### config.mk
export PLATFORM = sky130hd
export DESIGN_NAME = gac_ctrl
export DESIGN_NICKNAME = d
export VERILOG_FILES = /design/src/gac_sar.v /design/src/gac_ctrl.v
export VERILOG_INCLUDE_DIRS = /design/src /design/src/src
export SDC_FILE = /design/constraint.sdc
export NUM_CORES = 1
export LEC_CHECK = 0
export BUFFER_PORTS_ARGS = -buffer_cell sky130_fd_sc_hd__buf_2
export CORE_UTILIZATION = 45
export DETAILED_ROUTE_END_ITERATION = 8
export HOLD_SLACK_MARGIN = 0.06
export PLACE_DENSITY_LB_ADDON = 0.1
export SLEW_MARGIN = 20
export SYNTH_ARGS = -nofsm -noshare
export SYNTH_HDL_FRONTEND = slang
export SYNTH_SLANG_ARGS = --single-unit
### constraint.sdc
create_clock -name REF_CLK_I -period 2.3 [get_ports REF_CLK_I]
set_input_delay 0.345 -clock REF_CLK_I [delete_from_list [all_inputs] [get_ports REF_CLK_I]]
set_output_delay 0.345 -clock REF_CLK_I [all_outputs]
set_load 0.01 [all_outputs]
### src/gac_defs.vh
// register map, field layout, reset values and timing for the converter control block
//
// What this block does
// - device self-clears start bit; reads as busy
// - conversion completes 350 us after start
// - result readable in value register after busy
// - input select 000 picks temperature sensor
// - reset reference is bandgap, 4 mV steps
// - reference select scales step size proportionally
// - differential mode takes inputs from two pins
// - gain codes set 22/13..88/13, 1.5x with ref0
// - gain codes map 16.7..4.2 percent to 255
// - offset: +low3 or -(8-low3) times 0.12 percent, zero for code 0000
// - differential mode unipolar, results unsigned
`ifndef GAC_DEFS_VH
`define GAC_DEFS_VH

// ----------------------------------------------------------------------------
// register offsets
// ----------------------------------------------------------------------------
`define GAC_ADDR_W          7
`define GAC_OFFS_CONFIG     7'h0f
`define GAC_OFFS_AMP_OFFSET 7'h10
`define GAC_OFFS_RESULT     7'h11

// ----------------------------------------------------------------------------
// field positions and reset values
// ----------------------------------------------------------------------------
`define GAC_CFG_START_BIT   7
`define GAC_CFG_SEL_HI      6
`define GAC_CFG_SEL_LO      4
`define GAC_CFG_REF_HI      3
`define GAC_CFG_REF_LO      2
`define GAC_CFG_GAIN_HI     1
`define GAC_CFG_GAIN_LO     0
`define GAC_OFS_HI          3
`define GAC_OFS_LO          0
`define GAC_CFG_RESET       8'h00
`define GAC_OFS_RESET       8'h00
`define GAC_RESULT_RESET    8'h00

// ----------------------------------------------------------------------------
// input and reference codes
// ----------------------------------------------------------------------------
`define GAC_SEL_TEMP        3'b000
`define GAC_SEL_DIFF        3'b110
`define GAC_REF_BANDGAP     2'b00

// ----------------------------------------------------------------------------
// timing
// ----------------------------------------------------------------------------
`define GAC_CLK_MHZ         100
`define GAC_CONV_TIME_US    350
`define GAC_CONV_CYCLES     (`GAC_CONV_TIME_US * `GAC_CLK_MHZ)
`define GAC_SETTLE_TIME_NS  1000
`define GAC_SETTLE_CYCLES   ((`GAC_SETTLE_TIME_NS * `GAC_CLK_MHZ) / 1000)
`define GAC_CNT_W           16

`endif

### src/gac_sar.v
// successive-approximation sequencer: eight trials against the comparator
`include "gac_defs.vh"

module gac_sar (
  input  wire       clk_i,
  input  wire       rst_n_i,
  input  wire       start_i,
  input  wire       comp_i,
  output reg  [7:0] code_o,
  output reg        done_o
);

  // --------------------------------------------------------------------------
  // states
  // --------------------------------------------------------------------------
  localparam [1:0] ST_IDLE  = 2'b01;
  localparam [1:0] ST_TRIAL = 2'b10;
  localparam integer          SETTLE_INT  = `GAC_SETTLE_CYCLES - 1;
  localparam [`GAC_CNT_W-1:0] SETTLE_LAST = SETTLE_INT[`GAC_CNT_W-1:0];

  reg [1:0]            state_r;
  reg [2:0]            bit_r;
  reg [`GAC_CNT_W-1:0] wait_r;

  always @(posedge clk_i or negedge rst_n_i) begin
    if (!rst_n_i) begin
      state_r <= ST_IDLE;
      bit_r   <= 3'd7;
      wait_r  <= {`GAC_CNT_W{1'b0}};
      code_o  <= 8'h00;
      done_o  <= 1'b0;
    end else begin
      done_o <= 1'b0;
      case (state_r)
        ST_IDLE: begin
          if (start_i) begin
            code_o  <= 8'h80;
            bit_r   <= 3'd7;
            wait_r  <= {`GAC_CNT_W{1'b0}};
            state_r <= ST_TRIAL;
          end
        end
        ST_TRIAL: begin
          if (wait_r == SETTLE_LAST) begin
            wait_r <= {`GAC_CNT_W{1'b0}};
            // comparator low means the trial code overshot: drop the bit
            if (!comp_i)
              code_o[bit_r] <= 1'b0;
            if (bit_r == 3'd0) begin
              done_o  <= 1'b1;
              state_r <= ST_IDLE;
            end else begin
              code_o[bit_r - 3'd1] <= 1'b1;
              bit_r <= bit_r - 3'd1;
            end
          end else begin
            wait_r <= wait_r + {{(`GAC_CNT_W-1){1'b0}}, 1'b1};
          end
        end
        default: state_r <= ST_IDLE;
      endcase
    end
  end

endmodule // gac_sar

### src/gac_ctrl.v
// converter control: register port, conversion timing, analog selects
`include "gac_defs.vh"

module gac_ctrl #(
  parameter [`GAC_CNT_W-1:0] CONV_CYCLES = `GAC_CONV_CYCLES
) (
  input  wire                   REF_CLK_I,
  input  wire                   RST_N_I,
  input  wire [`GAC_ADDR_W-1:0] ADDR_I,
  input  wire [7:0]             WDATA_I,
  input  wire                   WR_EN_I,
  input  wire                   RD_EN_I,
  output reg  [7:0]             RDATA_O,
  input  wire                   COMP_I,
  output wire [7:0]             DAC_CODE_O,
  output wire                   SAMPLE_EN_O,
  output wire [2:0]             INPUT_SEL_O,
  output wire                   TEMP_SENSE_EN_O,
  output wire                   DIFF_PINS_EN_O,
  output wire [1:0]             REF_SEL_O,
  output wire [1:0]             GAIN_SEL_O,
  output wire                   GAIN_X15_O,
  output wire [3:0]             OFFS_STEPS_O,
  output wire                   BUSY_O
);

  // --------------------------------------------------------------------------
  // decode helpers
  // --------------------------------------------------------------------------
  function hit;
    input [`GAC_ADDR_W-1:0] addr;
    input [`GAC_ADDR_W-1:0] offs;
    begin
      hit = (addr == offs);
    end
  endfunction

  function sel_is;
    input [2:0] sel;
    input [2:0] code;
    begin
      sel_is = (sel == code);
    end
  endfunction

  // signed offset steps of 0.12 percent of supply, two's complement
  function [3:0] offs_steps;
    input [3:0] code;
    begin
      if (code[3])
        offs_steps = {1'b0, code[2:0]};
      else if (code[2:0] == 3'b000)
        offs_steps = 4'h0;
      else
        offs_steps = {1'b1, code[2:0]};
    end
  endfunction

  // --------------------------------------------------------------------------
  // registers
  // --------------------------------------------------------------------------
  localparam [7:0] CFG_RST   = `GAC_CFG_RESET;
  localparam [7:0] OFS_RST   = `GAC_OFS_RESET;
  localparam [3:0] STEPS_RST = offs_steps(OFS_RST[3:0]);
  localparam [0:0] TEMP_RST  = sel_is(CFG_RST[`GAC_CFG_SEL_HI:`GAC_CFG_SEL_LO], `GAC_SEL_TEMP);
  localparam [0:0] DIFF_RST  = sel_is(CFG_RST[`GAC_CFG_SEL_HI:`GAC_CFG_SEL_LO], `GAC_SEL_DIFF);

  reg [6:0]            cfg_r;
  reg [6:0]            cfg_nxt;
  reg                  busy_r;
  reg [3:0]            ofs_r;
  reg [3:0]            ofs_nxt;
  reg [7:0]            result_r;
  reg [7:0]            rdata_nxt;
  reg [`GAC_CNT_W-1:0] timer_r;
  reg                  time_up_r;
  reg                  sar_done_r;
  reg                  sar_start_r;
  reg                  comp_meta_r;
  reg                  comp_sync_r;
  reg                  temp_en_r;
  reg                  diff_en_r;
  reg [3:0]            offs_steps_r;

  wire       wr_cfg     = WR_EN_I && hit(ADDR_I, `GAC_OFFS_CONFIG);
  wire       wr_ofs     = WR_EN_I && hit(ADDR_I, `GAC_OFFS_AMP_OFFSET);
  wire       start_req  = wr_cfg && WDATA_I[`GAC_CFG_START_BIT] && !busy_r;
  wire [7:0] sar_code;
  wire       sar_done;
  wire [7:0] cfg_view   = {busy_r, cfg_r};
  wire [2:0] sel_nxt    = cfg_nxt[`GAC_CFG_SEL_HI:`GAC_CFG_SEL_LO];
  wire       timer_last = (timer_r == CONV_CYCLES - 1'b1);
  wire       finish     = busy_r && (time_up_r || timer_last) && (sar_done_r || sar_done);

  // --------------------------------------------------------------------------
  // comparator synchroniser
  // --------------------------------------------------------------------------
  always @(posedge REF_CLK_I or negedge RST_N_I) begin
    if (!RST_N_I) begin
      comp_meta_r <= 1'b0;
      comp_sync_r <= 1'b0;
    end else begin
      comp_meta_r <= COMP_I;
      comp_sync_r <= comp_meta_r;
    end
  end

  // --------------------------------------------------------------------------
  // configuration and offset registers
  // --------------------------------------------------------------------------
  // field writes land even while busy; the running conversion keeps going
  always @* begin
    cfg_nxt = cfg_r;
    ofs_nxt = ofs_r;
    if (wr_cfg)
      cfg_nxt = WDATA_I[6:0];
    if (wr_ofs)
      ofs_nxt = WDATA_I[`GAC_OFS_HI:`GAC_OFS_LO];
  end

  // decoded selects and offset steps follow the next field values,
  // so they change on the same edge as the fields themselves
  always @(posedge REF_CLK_I or negedge RST_N_I) begin
    if (!RST_N_I) begin
      cfg_r        <= CFG_RST[6:0];
      ofs_r        <= OFS_RST[3:0];
      temp_en_r    <= TEMP_RST;
      diff_en_r    <= DIFF_RST;
      offs_steps_r <= STEPS_RST;
    end else begin
      cfg_r        <= cfg_nxt;
      ofs_r        <= ofs_nxt;
      temp_en_r    <= sel_is(sel_nxt, `GAC_SEL_TEMP);
      diff_en_r    <= sel_is(sel_nxt, `GAC_SEL_DIFF);
      offs_steps_r <= offs_steps(ofs_nxt);
    end
  end

  // --------------------------------------------------------------------------
  // conversion timing and busy
  // --------------------------------------------------------------------------
  always @(posedge REF_CLK_I or negedge RST_N_I) begin
    if (!RST_N_I) begin
      busy_r      <= 1'b0;
      timer_r     <= {`GAC_CNT_W{1'b0}};
      time_up_r   <= 1'b0;
      sar_done_r  <= 1'b0;
      sar_start_r <= 1'b0;
      result_r    <= `GAC_RESULT_RESET;
    end else begin
      sar_start_r <= start_req;
      if (start_req) begin
        busy_r     <= 1'b1;
        timer_r    <= {`GAC_CNT_W{1'b0}};
        time_up_r  <= 1'b0;
        sar_done_r <= 1'b0;
      end else if (finish) begin
        busy_r   <= 1'b0;
        result_r <= sar_code;
      end else if (busy_r) begin
        if (timer_r == CONV_CYCLES - 1'b1)
          time_up_r <= 1'b1;
        else
          timer_r <= timer_r + {{(`GAC_CNT_W-1){1'b0}}, 1'b1};
        if (sar_done)
          sar_done_r <= 1'b1;
      end
    end
  end

  // --------------------------------------------------------------------------
  // successive-approximation sequencer
  // --------------------------------------------------------------------------
  gac_sar u_sar (
    .clk_i   (REF_CLK_I),
    .rst_n_i (RST_N_I),
    .start_i (sar_start_r),
    .comp_i  (comp_sync_r),
    .code_o  (sar_code),
    .done_o  (sar_done)
  );

  // --------------------------------------------------------------------------
  // register read port
  // --------------------------------------------------------------------------
  // unmapped addresses read as zero; read data stands until the next read
  always @* begin
    rdata_nxt = RDATA_O;
    if (RD_EN_I) begin
      if (hit(ADDR_I, `GAC_OFFS_CONFIG))
        rdata_nxt = cfg_view;
      else if (hit(ADDR_I, `GAC_OFFS_AMP_OFFSET))
        rdata_nxt = {4'h0, ofs_r};
      else if (hit(ADDR_I, `GAC_OFFS_RESULT))
        rdata_nxt = result_r;
      else
        rdata_nxt = 8'h00;
    end
  end

  always @(posedge REF_CLK_I or negedge RST_N_I) begin
    if (!RST_N_I) begin
      RDATA_O <= 8'h00;
    end else begin
      RDATA_O <= rdata_nxt;
    end
  end

  // --------------------------------------------------------------------------
  // analog front-end selects
  // --------------------------------------------------------------------------
  assign DAC_CODE_O      = sar_code;
  assign SAMPLE_EN_O     = busy_r;
  assign BUSY_O          = busy_r;
  assign INPUT_SEL_O     = cfg_r[`GAC_CFG_SEL_HI:`GAC_CFG_SEL_LO];
  assign TEMP_SENSE_EN_O = temp_en_r;
  assign DIFF_PINS_EN_O  = diff_en_r;
  // reset value 00 selects the bandgap; other codes rescale the step
  assign REF_SEL_O       = cfg_r[`GAC_CFG_REF_HI:`GAC_CFG_REF_LO];
  assign GAIN_SEL_O      = cfg_r[`GAC_CFG_GAIN_HI:`GAC_CFG_GAIN_LO];
  // ref bit 0 raises gain by 1.5 so the span stays fixed
  assign GAIN_X15_O      = cfg_r[`GAC_CFG_REF_LO];
  // unipolar result: offset lifts negative bridge offset into range
  assign OFFS_STEPS_O    = offs_steps_r;

endmodule // gac_ctrl

### Word-level counts from Yosys, hierarchy flattened

Index checks and enable logic that the tools add are counted.

* add/sub/neg operators: 3
* order comparisons: 4
* equal/unequal tests: 14
* mux-type cells: 46
* bitwise gates (word level): 4
* reduce and logical (&&, ||, !) cells: 27

Operators with widths (count)
* two-way mux 16 bit: 6
* two-way mux 8 bit: 9
* adder 16 x 1 -> 16 bit (second input constant): 2
* case mux 16 bit (2 select lines): 1
* equality test 16 bit (second input constant): 1
* equality test 16 x 7 -> 1 bit (second input constant): 1
* case mux 8 bit (2 select lines): 1
* two-way mux 1 bit: 15
* AND reduction 3 bit: 5
* equality test 7 x 5 -> 1 bit (second input constant): 2
* two-way mux 4 bit: 3
* nonzero test 2 bit: 5
* logical NOT 3 bit: 3
* two-way mux 3 bit: 3
* bitwise AND 8 bit: 1
* logical AND 1 bit: 8
* < comparator 3 x 4 -> 1 bit (second input constant): 2
* inequality test 2 bit (second input constant): 4
* NOT 8 bit: 1
* bitwise OR 8 bit: 1
* equality test 7 x 4 -> 1 bit (second input constant): 1
* two-way mux 7 bit: 1
* demux 1 bit (select 3 bit): 2
* greater-or-equal comparator 3 x 1 -> 1 bit (second input constant): 2
* other kinds (13): 18

* flip-flop bits (word level): 85
* bits of input ports: 20
* output and inout port bits: 32
* word-level logic and storage cells: 118

### Logic depth before layout (Yosys ltp)

* depth after elaboration: 13
* gate-level depth with buffers: 8
* gate-level depth less buffers: 7

### Hierarchy

A second synthesis with hierarchy kept.

* cells, all modules: 446
* area, all modules: 4479.3 um^2

By module, submodules not included
* gac_ctrl: instances 1, cells each 234, area an instance 2531.2 um^2, seq. area each 1377.6 um^2
* gac_sar: instances 1, cells each 212, area an instance 1948.1 um^2, seq. area each 755.7 um^2

### Worst setup path before layout

No wires, ideal clock.

* path kind: reg-to-reg
* start: register u_sar.wait_r[0]
* end: register u_sar.wait_r[14]
* library setup time: 0.069 ns
* data arrival time: 1.968 ns
* required time: 2.231 ns
* slack: 0.263 ns
* cell stages (with the launch flop): 9
* path buffers: 2
* period minus slack after synthesis: 2.037 ns
* path through: dfrtp_1 ha_1 and4b_1 and4_1 clkbuf_1 nand2b_1 clkbuf_1 or4_1 nand3_1

* word-level cells in the longest chain between the ends: 3
* elaborated cells between the ends (all ways): 4
* those cells by class: add/sub: 1; eq/ne: 1; mux: 2

RTL lines
* start: declaration: line gac_sar.v:23 `` reg [`GAC_CNT_W-1:0] wait_r; ``
* start signal: assignment: line gac_sar.v:29 `` wait_r <= {`GAC_CNT_W{1'b0}}; ``
* start signal: assignment: line gac_sar.v:39 `` wait_r <= {`GAC_CNT_W{1'b0}}; ``
* start signal: assignment: line gac_sar.v:45 `` wait_r <= {`GAC_CNT_W{1'b0}}; ``
* adder 16 x 1 -> 16 bit / equality test 16 x 7 -> 1 bit (equally long branches): line gac_sar.v:57, gac_sar.v:44
* two-way mux 16 bit *: line gac_sar.v:44 `if (wait_r == SETTLE_LAST) begin`
* case mux 16 bit (2 select lines) *: line gac_sar.v:34 `case (state_r)`

Mark *: on every way between the ends. The rest lies on a longest branch, timed or not.
A chain may end at the register's enable or synchronous reset.

### Worst setup path after layout

* start: register u_sar.state_r[0]
* end: register u_sar.wait_r[9]

* word-level cells in the longest chain between the ends: 3
* elaborated cells between the ends (all ways): 6
* those cells by class: eq/ne: 3; mux: 1; reduce/logical: 2

RTL lines
* start: declaration: line gac_sar.v:21 `reg [1:0] state_r;`
* start signal: assignment: line gac_sar.v:27 `state_r <= ST_IDLE;`
* start signal: assignment: line gac_sar.v:40 `state_r <= ST_TRIAL;`
* start signal: assignment: line gac_sar.v:51 `state_r <= ST_IDLE;`
* equality test 2 x 1 -> 1 bit / equality test 2 bit (equally long branches): line gac_sar.v:34
* inequality test 2 bit (no line) / nonzero test 2 bit (equally long branches)
* AND reduction 2 bit (no line)

Several ways; a longest one is shown, not always the timed one.

==> impl_metrics.prom <==
# TYPE chip_impl_metric gauge
chip_impl_metric{name="cts.reportedPaths.clkPinSlew",unit="ps"} 90
chip_impl_metric{name="vias_in_the_first_global_route",unit=""} 3202
chip_impl_metric{name="via_per_inst",unit=""} 5.77
chip_impl_metric{name="antenna_found_initial",unit=""} 0
chip_impl_metric{name="internal_power",unit="mW"} 2.18
chip_impl_metric{name="switching_share",unit=""} 0.279
chip_impl_metric{name="hold_viol",unit=""} 0
chip_impl_metric{name="switching_power",unit="mW"} 0.844
chip_impl_metric{name="sequentialPowerShare",unit=""} 0.560
chip_impl_metric{name="gr-usage-met3",unit=""} 0.0475
chip_impl_metric{name="clock_power_share",unit=""} 0.324
chip_impl_metric{name="place.detailed.hpwl",unit="mm"} 6.72
chip_impl_metric{name="timing.fmax",unit="MHz"} 467
chip_impl_metric{name="timing.critical_path.slowest_cell_delay",unit="ps"} 840
chip_impl_info{name="tritoncts",value="done"} 1
chip_impl_metric{name="critical_path_arrival",unit="ps"} 2420
chip_impl_metric{name="core_area",unit="um^2"} 8890
chip_impl_metric{name="power.density",unit="nW/um^2"} 628
chip_impl_metric{name="grt_pass1_wl",unit="mm"} 15.9
chip_impl_metric{name="cts_made_buffers",unit=""} 9
chip_impl_metric{name="ctsHtreeMaxLevel",unit=""} 3
chip_impl_metric{name="clkLatencyLatePin",unit="ps"} 350
chip_impl_info{name="crit_path_frequent_cell",value="sky130_fd_sc_hd__nor2_1"} 1
chip_impl_metric{name="finClkSkew",unit="ps"} 10.5
chip_impl_metric{name="leakagePower",unit="nW"} 2.34
chip_impl_metric{name="die-width",unit="um"} 98.7
chip_impl_info{name="cts-root-buf",value="sky130_fd_sc_hd__clkbuf_8"} 1
chip_impl_metric{name="timing.reg2reg.worst_path_depth",unit=""} 4
chip_impl_metric{name="worst_hold_slack",unit="ps"} 260
chip_impl_info{name="rr_endpoint",value="u_sar.wait_r[9]"} 1
chip_impl_metric{name="totalNegativeSetupSlack",unit="ps"} 0
chip_impl_metric{name="p_comb_frac",unit=""} 0.115
chip_impl_metric{name="routabilityCongestion",unit=""} 0.799
chip_impl_metric{name="grt_use_met1",unit=""} 0.284
chip_impl_info{name="slowest_stage",value="sky130_fd_sc_hd__a21oi_1"} 1
chip_impl_info{name="cell_by_cell_listing_of_the_critical_path",value="nor2b_1 -> a21oi_1 -> nor2_1 -> nor2_1"} 1
chip_impl_metric{name="place_inst",unit=""} 565
chip_impl_metric{name="final_layout_size_suffix_gt1_frac",unit=""} 0.232
chip_impl_metric{name="slew_of_the_pin_with_the_lowest_slew_margin",unit="ps"} 1050
chip_impl_metric{name="maxCapViolCount",unit=""} 0
chip_impl_metric{name="layout.core_utilization",unit=""} 0.542
chip_impl_metric{name="holdPathStages",unit=""} 4
chip_impl_metric{name="global_route.usage.met2",unit=""} 0.334
chip_impl_metric{name="post-route-period-util",unit=""} 0.930
chip_impl_info{name="holdCritPathClass",value="primary input to flop"} 1
chip_impl_metric{name="drc_errors",unit=""} 0
chip_impl_metric{name="synth_enable_flop_cells",unit=""} 0
chip_impl_metric{name="clock_path_buffers",unit=""} 2
chip_impl_metric{name="dr_total_vias",unit=""} 3361
chip_impl_info{name="top_post_synthesis_cells_by_area",value="sky130_fd_sc_hd__dfrtp_1, sky130_fd_sc_hd__mux2_2, sky130_fd_sc_hd__o21ai_0, sky130_fd_sc_hd__dfstp_2, sky130_fd_sc_hd__nor2_1"} 1
chip_impl_info{name="worst_setup_path_endpoint",value="u_sar.wait_r[9]"} 1
chip_impl_metric{name="ir_worst_vdd",unit="mV"} 0.265
chip_impl_metric{name="synth.distinct_cells",unit=""} 67
chip_impl_metric{name="design.final.nets",unit=""} 494
chip_impl_metric{name="area_growth",unit="%"} 14.5
chip_impl_info{name="worst-setup-path-type",value="flop to flop"} 1
chip_impl_info{name="status",value="completed"} 1
chip_impl_metric{name="start_util",unit=""} 0.473
chip_impl_metric{name="postSynthNetCount",unit=""} 438
chip_impl_metric{name="design.die.area",unit="um^2"} 9740
chip_impl_metric{name="cp_data_required_time",unit="ps"} 2580
chip_impl_metric{name="largest_net_degree_at_the_start_of_global_routing",unit=""} 58
chip_impl_metric{name="n_antenna_cell",unit=""} 0
chip_impl_metric{name="clkSinkCount",unit=""} 85
chip_impl_metric{name="yosys_warnings",unit=""} 0
chip_impl_info{name="grt.busiest_layer",value="met2"} 1
chip_impl_metric{name="post_synth.cell_area_avg",unit="um^2"} 10.2
chip_impl_metric{name="drtAntennaViolNets",unit=""} 0
chip_impl_metric{name="report.final.slew_viol_count",unit=""} 0
chip_impl_info{name="critical_path.reg2reg.startpoint",value="u_sar.state_r[0]"} 1
chip_impl_metric{name="rows",unit=""} 34
chip_impl_metric{name="post_syn_instances",unit=""} 414
chip_impl_metric{name="ctsResizeCount",unit=""} 0
chip_impl_metric{name="drt-pass1-iter-count",unit=""} 4
chip_impl_metric{name="drt_wl_total",unit="mm"} 9.31
chip_impl_metric{name="netlist_area",unit="um^2"} 4210
chip_impl_metric{name="number_of_buffers_added_on_ports",unit=""} 51
chip_impl_metric{name="post_synthesis_async_set_or_reset_flop_share",unit=""} 1.00
chip_impl_metric{name="routedWlPerCell",unit="um"} 16.0
chip_impl_metric{name="ys_ff_latch",unit=""} 85
chip_impl_metric{name="groute.usage.overall",unit=""} 0.208
chip_impl_metric{name="overflow",unit=""} 0
chip_impl_metric{name="setup_violations",unit=""} 0
chip_impl_metric{name="period_minus_slack",unit="ps"} 2140
chip_impl_metric{name="synth.yosys.seq_area_share",unit=""} 0.507
chip_impl_metric{name="instances_no_fill",unit=""} 583
chip_impl_metric{name="netlist.area_leader.share",unit=""} 0.476
chip_impl_metric{name="die_span_in_y",unit="um"} 98.7
chip_impl_metric{name="path_max_fanout",unit=""} 13
chip_impl_info{name="first_element_of_the_critical_path",value="u_sar.state_r[0]"} 1
chip_impl_metric{name="timing.slew.headroom",unit=""} 0.298
chip_impl_metric{name="worst-r2r-setup-slack",unit="ps"} 160
chip_impl_info{name="unrepaired_setup_endpoints_after_global_routing",value="no"} 1
chip_impl_metric{name="io-pin-count",unit=""} 52
chip_impl_info{name="synth-main-ff-cell",value="sky130_fd_sc_hd__dfrtp_1"} 1
chip_impl_info{name="synth_largest_area_cell",value="sky130_fd_sc_hd__dfrtp_1"} 1
chip_impl_metric{name="first_iter_violations",unit=""} 124
chip_impl_info{name="cp-start-kind",value="flop"} 1
chip_impl_info{name="kind_of_end_point_of_the_critical_path",value="flop"} 1
[cell usage in the layout (no fill, tap or decap), types with 4 or more instances in the layout]
master                     count
sky130_fd_sc_hd__a22oi_1       5
sky130_fd_sc_hd__dfrtp_1      80
sky130_fd_sc_hd__xnor2_1       4
sky130_fd_sc_hd__a31oi_1      12
sky130_fd_sc_hd__o21ai_0      27
sky130_fd_sc_hd__nor2b_1       5
sky130_fd_sc_hd__nor3_1       11
sky130_fd_sc_hd__o22a_1        6
sky130_fd_sc_hd__nand4_1       8
sky130_fd_sc_hd__a21oi_1      24
sky130_fd_sc_hd__or3_1         4
sky130_fd_sc_hd__a32oi_1       4
sky130_fd_sc_hd__nand2b_1      7
sky130_fd_sc_hd__inv_1        16
sky130_fd_sc_hd__mux2_2       15
sky130_fd_sc_hd__clkbuf_8     10
sky130_fd_sc_hd__buf_2        50
sky130_fd_sc_hd__nand3_1      17
sky130_fd_sc_hd__nor2_1       35
sky130_fd_sc_hd__ha_1          4
sky130_fd_sc_hd__dfstp_2       5
sky130_fd_sc_hd__mux2_1        8
sky130_fd_sc_hd__and3_1       12
sky130_fd_sc_hd__buf_4        12
sky130_fd_sc_hd__nand2_1      27
[synthesized netlist by cell type (3+ instances only)]
library cell               number
sky130_fd_sc_hd__clkbuf_1      13
sky130_fd_sc_hd__nand4_1        8
sky130_fd_sc_hd__dfrtp_1       80
sky130_fd_sc_hd__mux2_2        15
sky130_fd_sc_hd__buf_4          3
sky130_fd_sc_hd__o31ai_1        3
sky130_fd_sc_hd__xnor2_1        4
sky130_fd_sc_hd__nor3_1        11
sky130_fd_sc_hd__nor4_1         3
sky130_fd_sc_hd__a21oi_1       24
sky130_fd_sc_hd__nand2_1       27
sky130_fd_sc_hd__dfstp_2        5
sky130_fd_sc_hd__inv_1         16
sky130_fd_sc_hd__or3_1          4
sky130_fd_sc_hd__ha_1           4
sky130_fd_sc_hd__a31oi_1       12
sky130_fd_sc_hd__a22oi_1        5
sky130_fd_sc_hd__o22a_1         6
sky130_fd_sc_hd__nor3b_1        3
sky130_fd_sc_hd__nor2_1        35
sky130_fd_sc_hd__nand2b_1       7
sky130_fd_sc_hd__nand3_1       17
sky130_fd_sc_hd__nor2b_1        5
sky130_fd_sc_hd__buf_2          3
sky130_fd_sc_hd__a32oi_1        4
sky130_fd_sc_hd__and3_1        12
sky130_fd_sc_hd__mux2_1         8
sky130_fd_sc_hd__o21ai_0       27
sky130_fd_sc_hd__mux2i_1        3
[layout make-up]
cell class,count,area (um^2)
clock inverters,6,46.3
fillers,798,4070
repair buffers,65,380
inverters,16,60.1
multi-input cells,293,1930
clock buffers,10,138
flip-flops and latches,85,2130
well taps,108,135
[worst max-delay path: cells and delay by family, from the launching register on]
family           cells  cell delay, ps
AND/OR/NAND/NOR      3             630
flip-flops           1             600
AO/OA/AOI/OAI        1             840
[kinds of logic (layout without fill, tap and decap cells)]
family / Yosys count / after routing / synth area share
flops: 85 / 85 / 0.507
mux: 27 / 27 / 0.0722
xor+xnor: 6 / 6 / 0.0125
simple gates: 154 / 154 / 0.206
fa+ha+maj: 4 / 4 / 0.0119
buf+inv: 36 / 97 / 0.0357
compound gates: 102 / 102 / 0.155
[how the worst min path moves through the flow]
stage / slack (ps) / end / from
CTS: 70 / comp_meta_r / COMP_I
finish: 260 / TEMP_SENSE_EN_O / WDATA_I[6]
global route: 250 / cfg_r[3] / WDATA_I[3]
floorplan: 50 / BUSY_O / RST_N_I
global placement: 300 / timer_r[7] / RST_N_I
detailed placement: 300 / timer_r[7] / RST_N_I
[layer usage]
metal  share of wire  vias up
met5               0        -
met4           0.010        0
met3           0.036        9
met2            0.48       70
met1            0.48     1646
li1                -     1636
[power by group through the flow]
| stage | combinational (mW) | sequential (mW) | clock, mW |
|---|---|---|---|
| after global routing | 0.393 | 1.71 | 1.08 |
| final | 0.350 | 1.70 | 0.983 |
| after floorplan | 0.212 | 1.71 | 0 |
| after detailed placement | 0.354 | 1.72 | 0 |
| after CTS | 0.354 | 1.70 | 1.03 |
| after global placement | 0.349 | 1.72 | 0 |
[state kept, by name (all words and copies together), names as in the netlist, 2 cells and up]
signal and cells:
u_sar.bit_r 3, timer_r 16, result_r 8, cfg_r 7, OFFS_STEPS_O 4, u_sar.state_r 2, u_sar.code_o 8, ofs_r 4
RDATA_O 8, u_sar.wait_r 16
[per-stage QoR]
step / area, um^2 / setup slack (ps) / power (mW)
2_1_floorplan: 4210 / 263 / 1.93
4_1_cts: 4810 / 190 / 3.08
5_1_grt: 4820 / 32.7 / 3.19
3_3_place_gp: 4610 / 229 / 2.07
6_report: 4820 / 161 / 3.03
3_5_place_dp: 4610 / 197 / 2.08
[what timing repair did]
| action | in CTS | in global routing |
|---|---|---|
| buffers inserted | 0 | 0 |
| hold buffers | 1 | 1 |
| setup endpoints to repair | 0 | 0 |
| endpoints found under the hold margin | 28 | 1 |
Power figures use the tool's default switching activity.
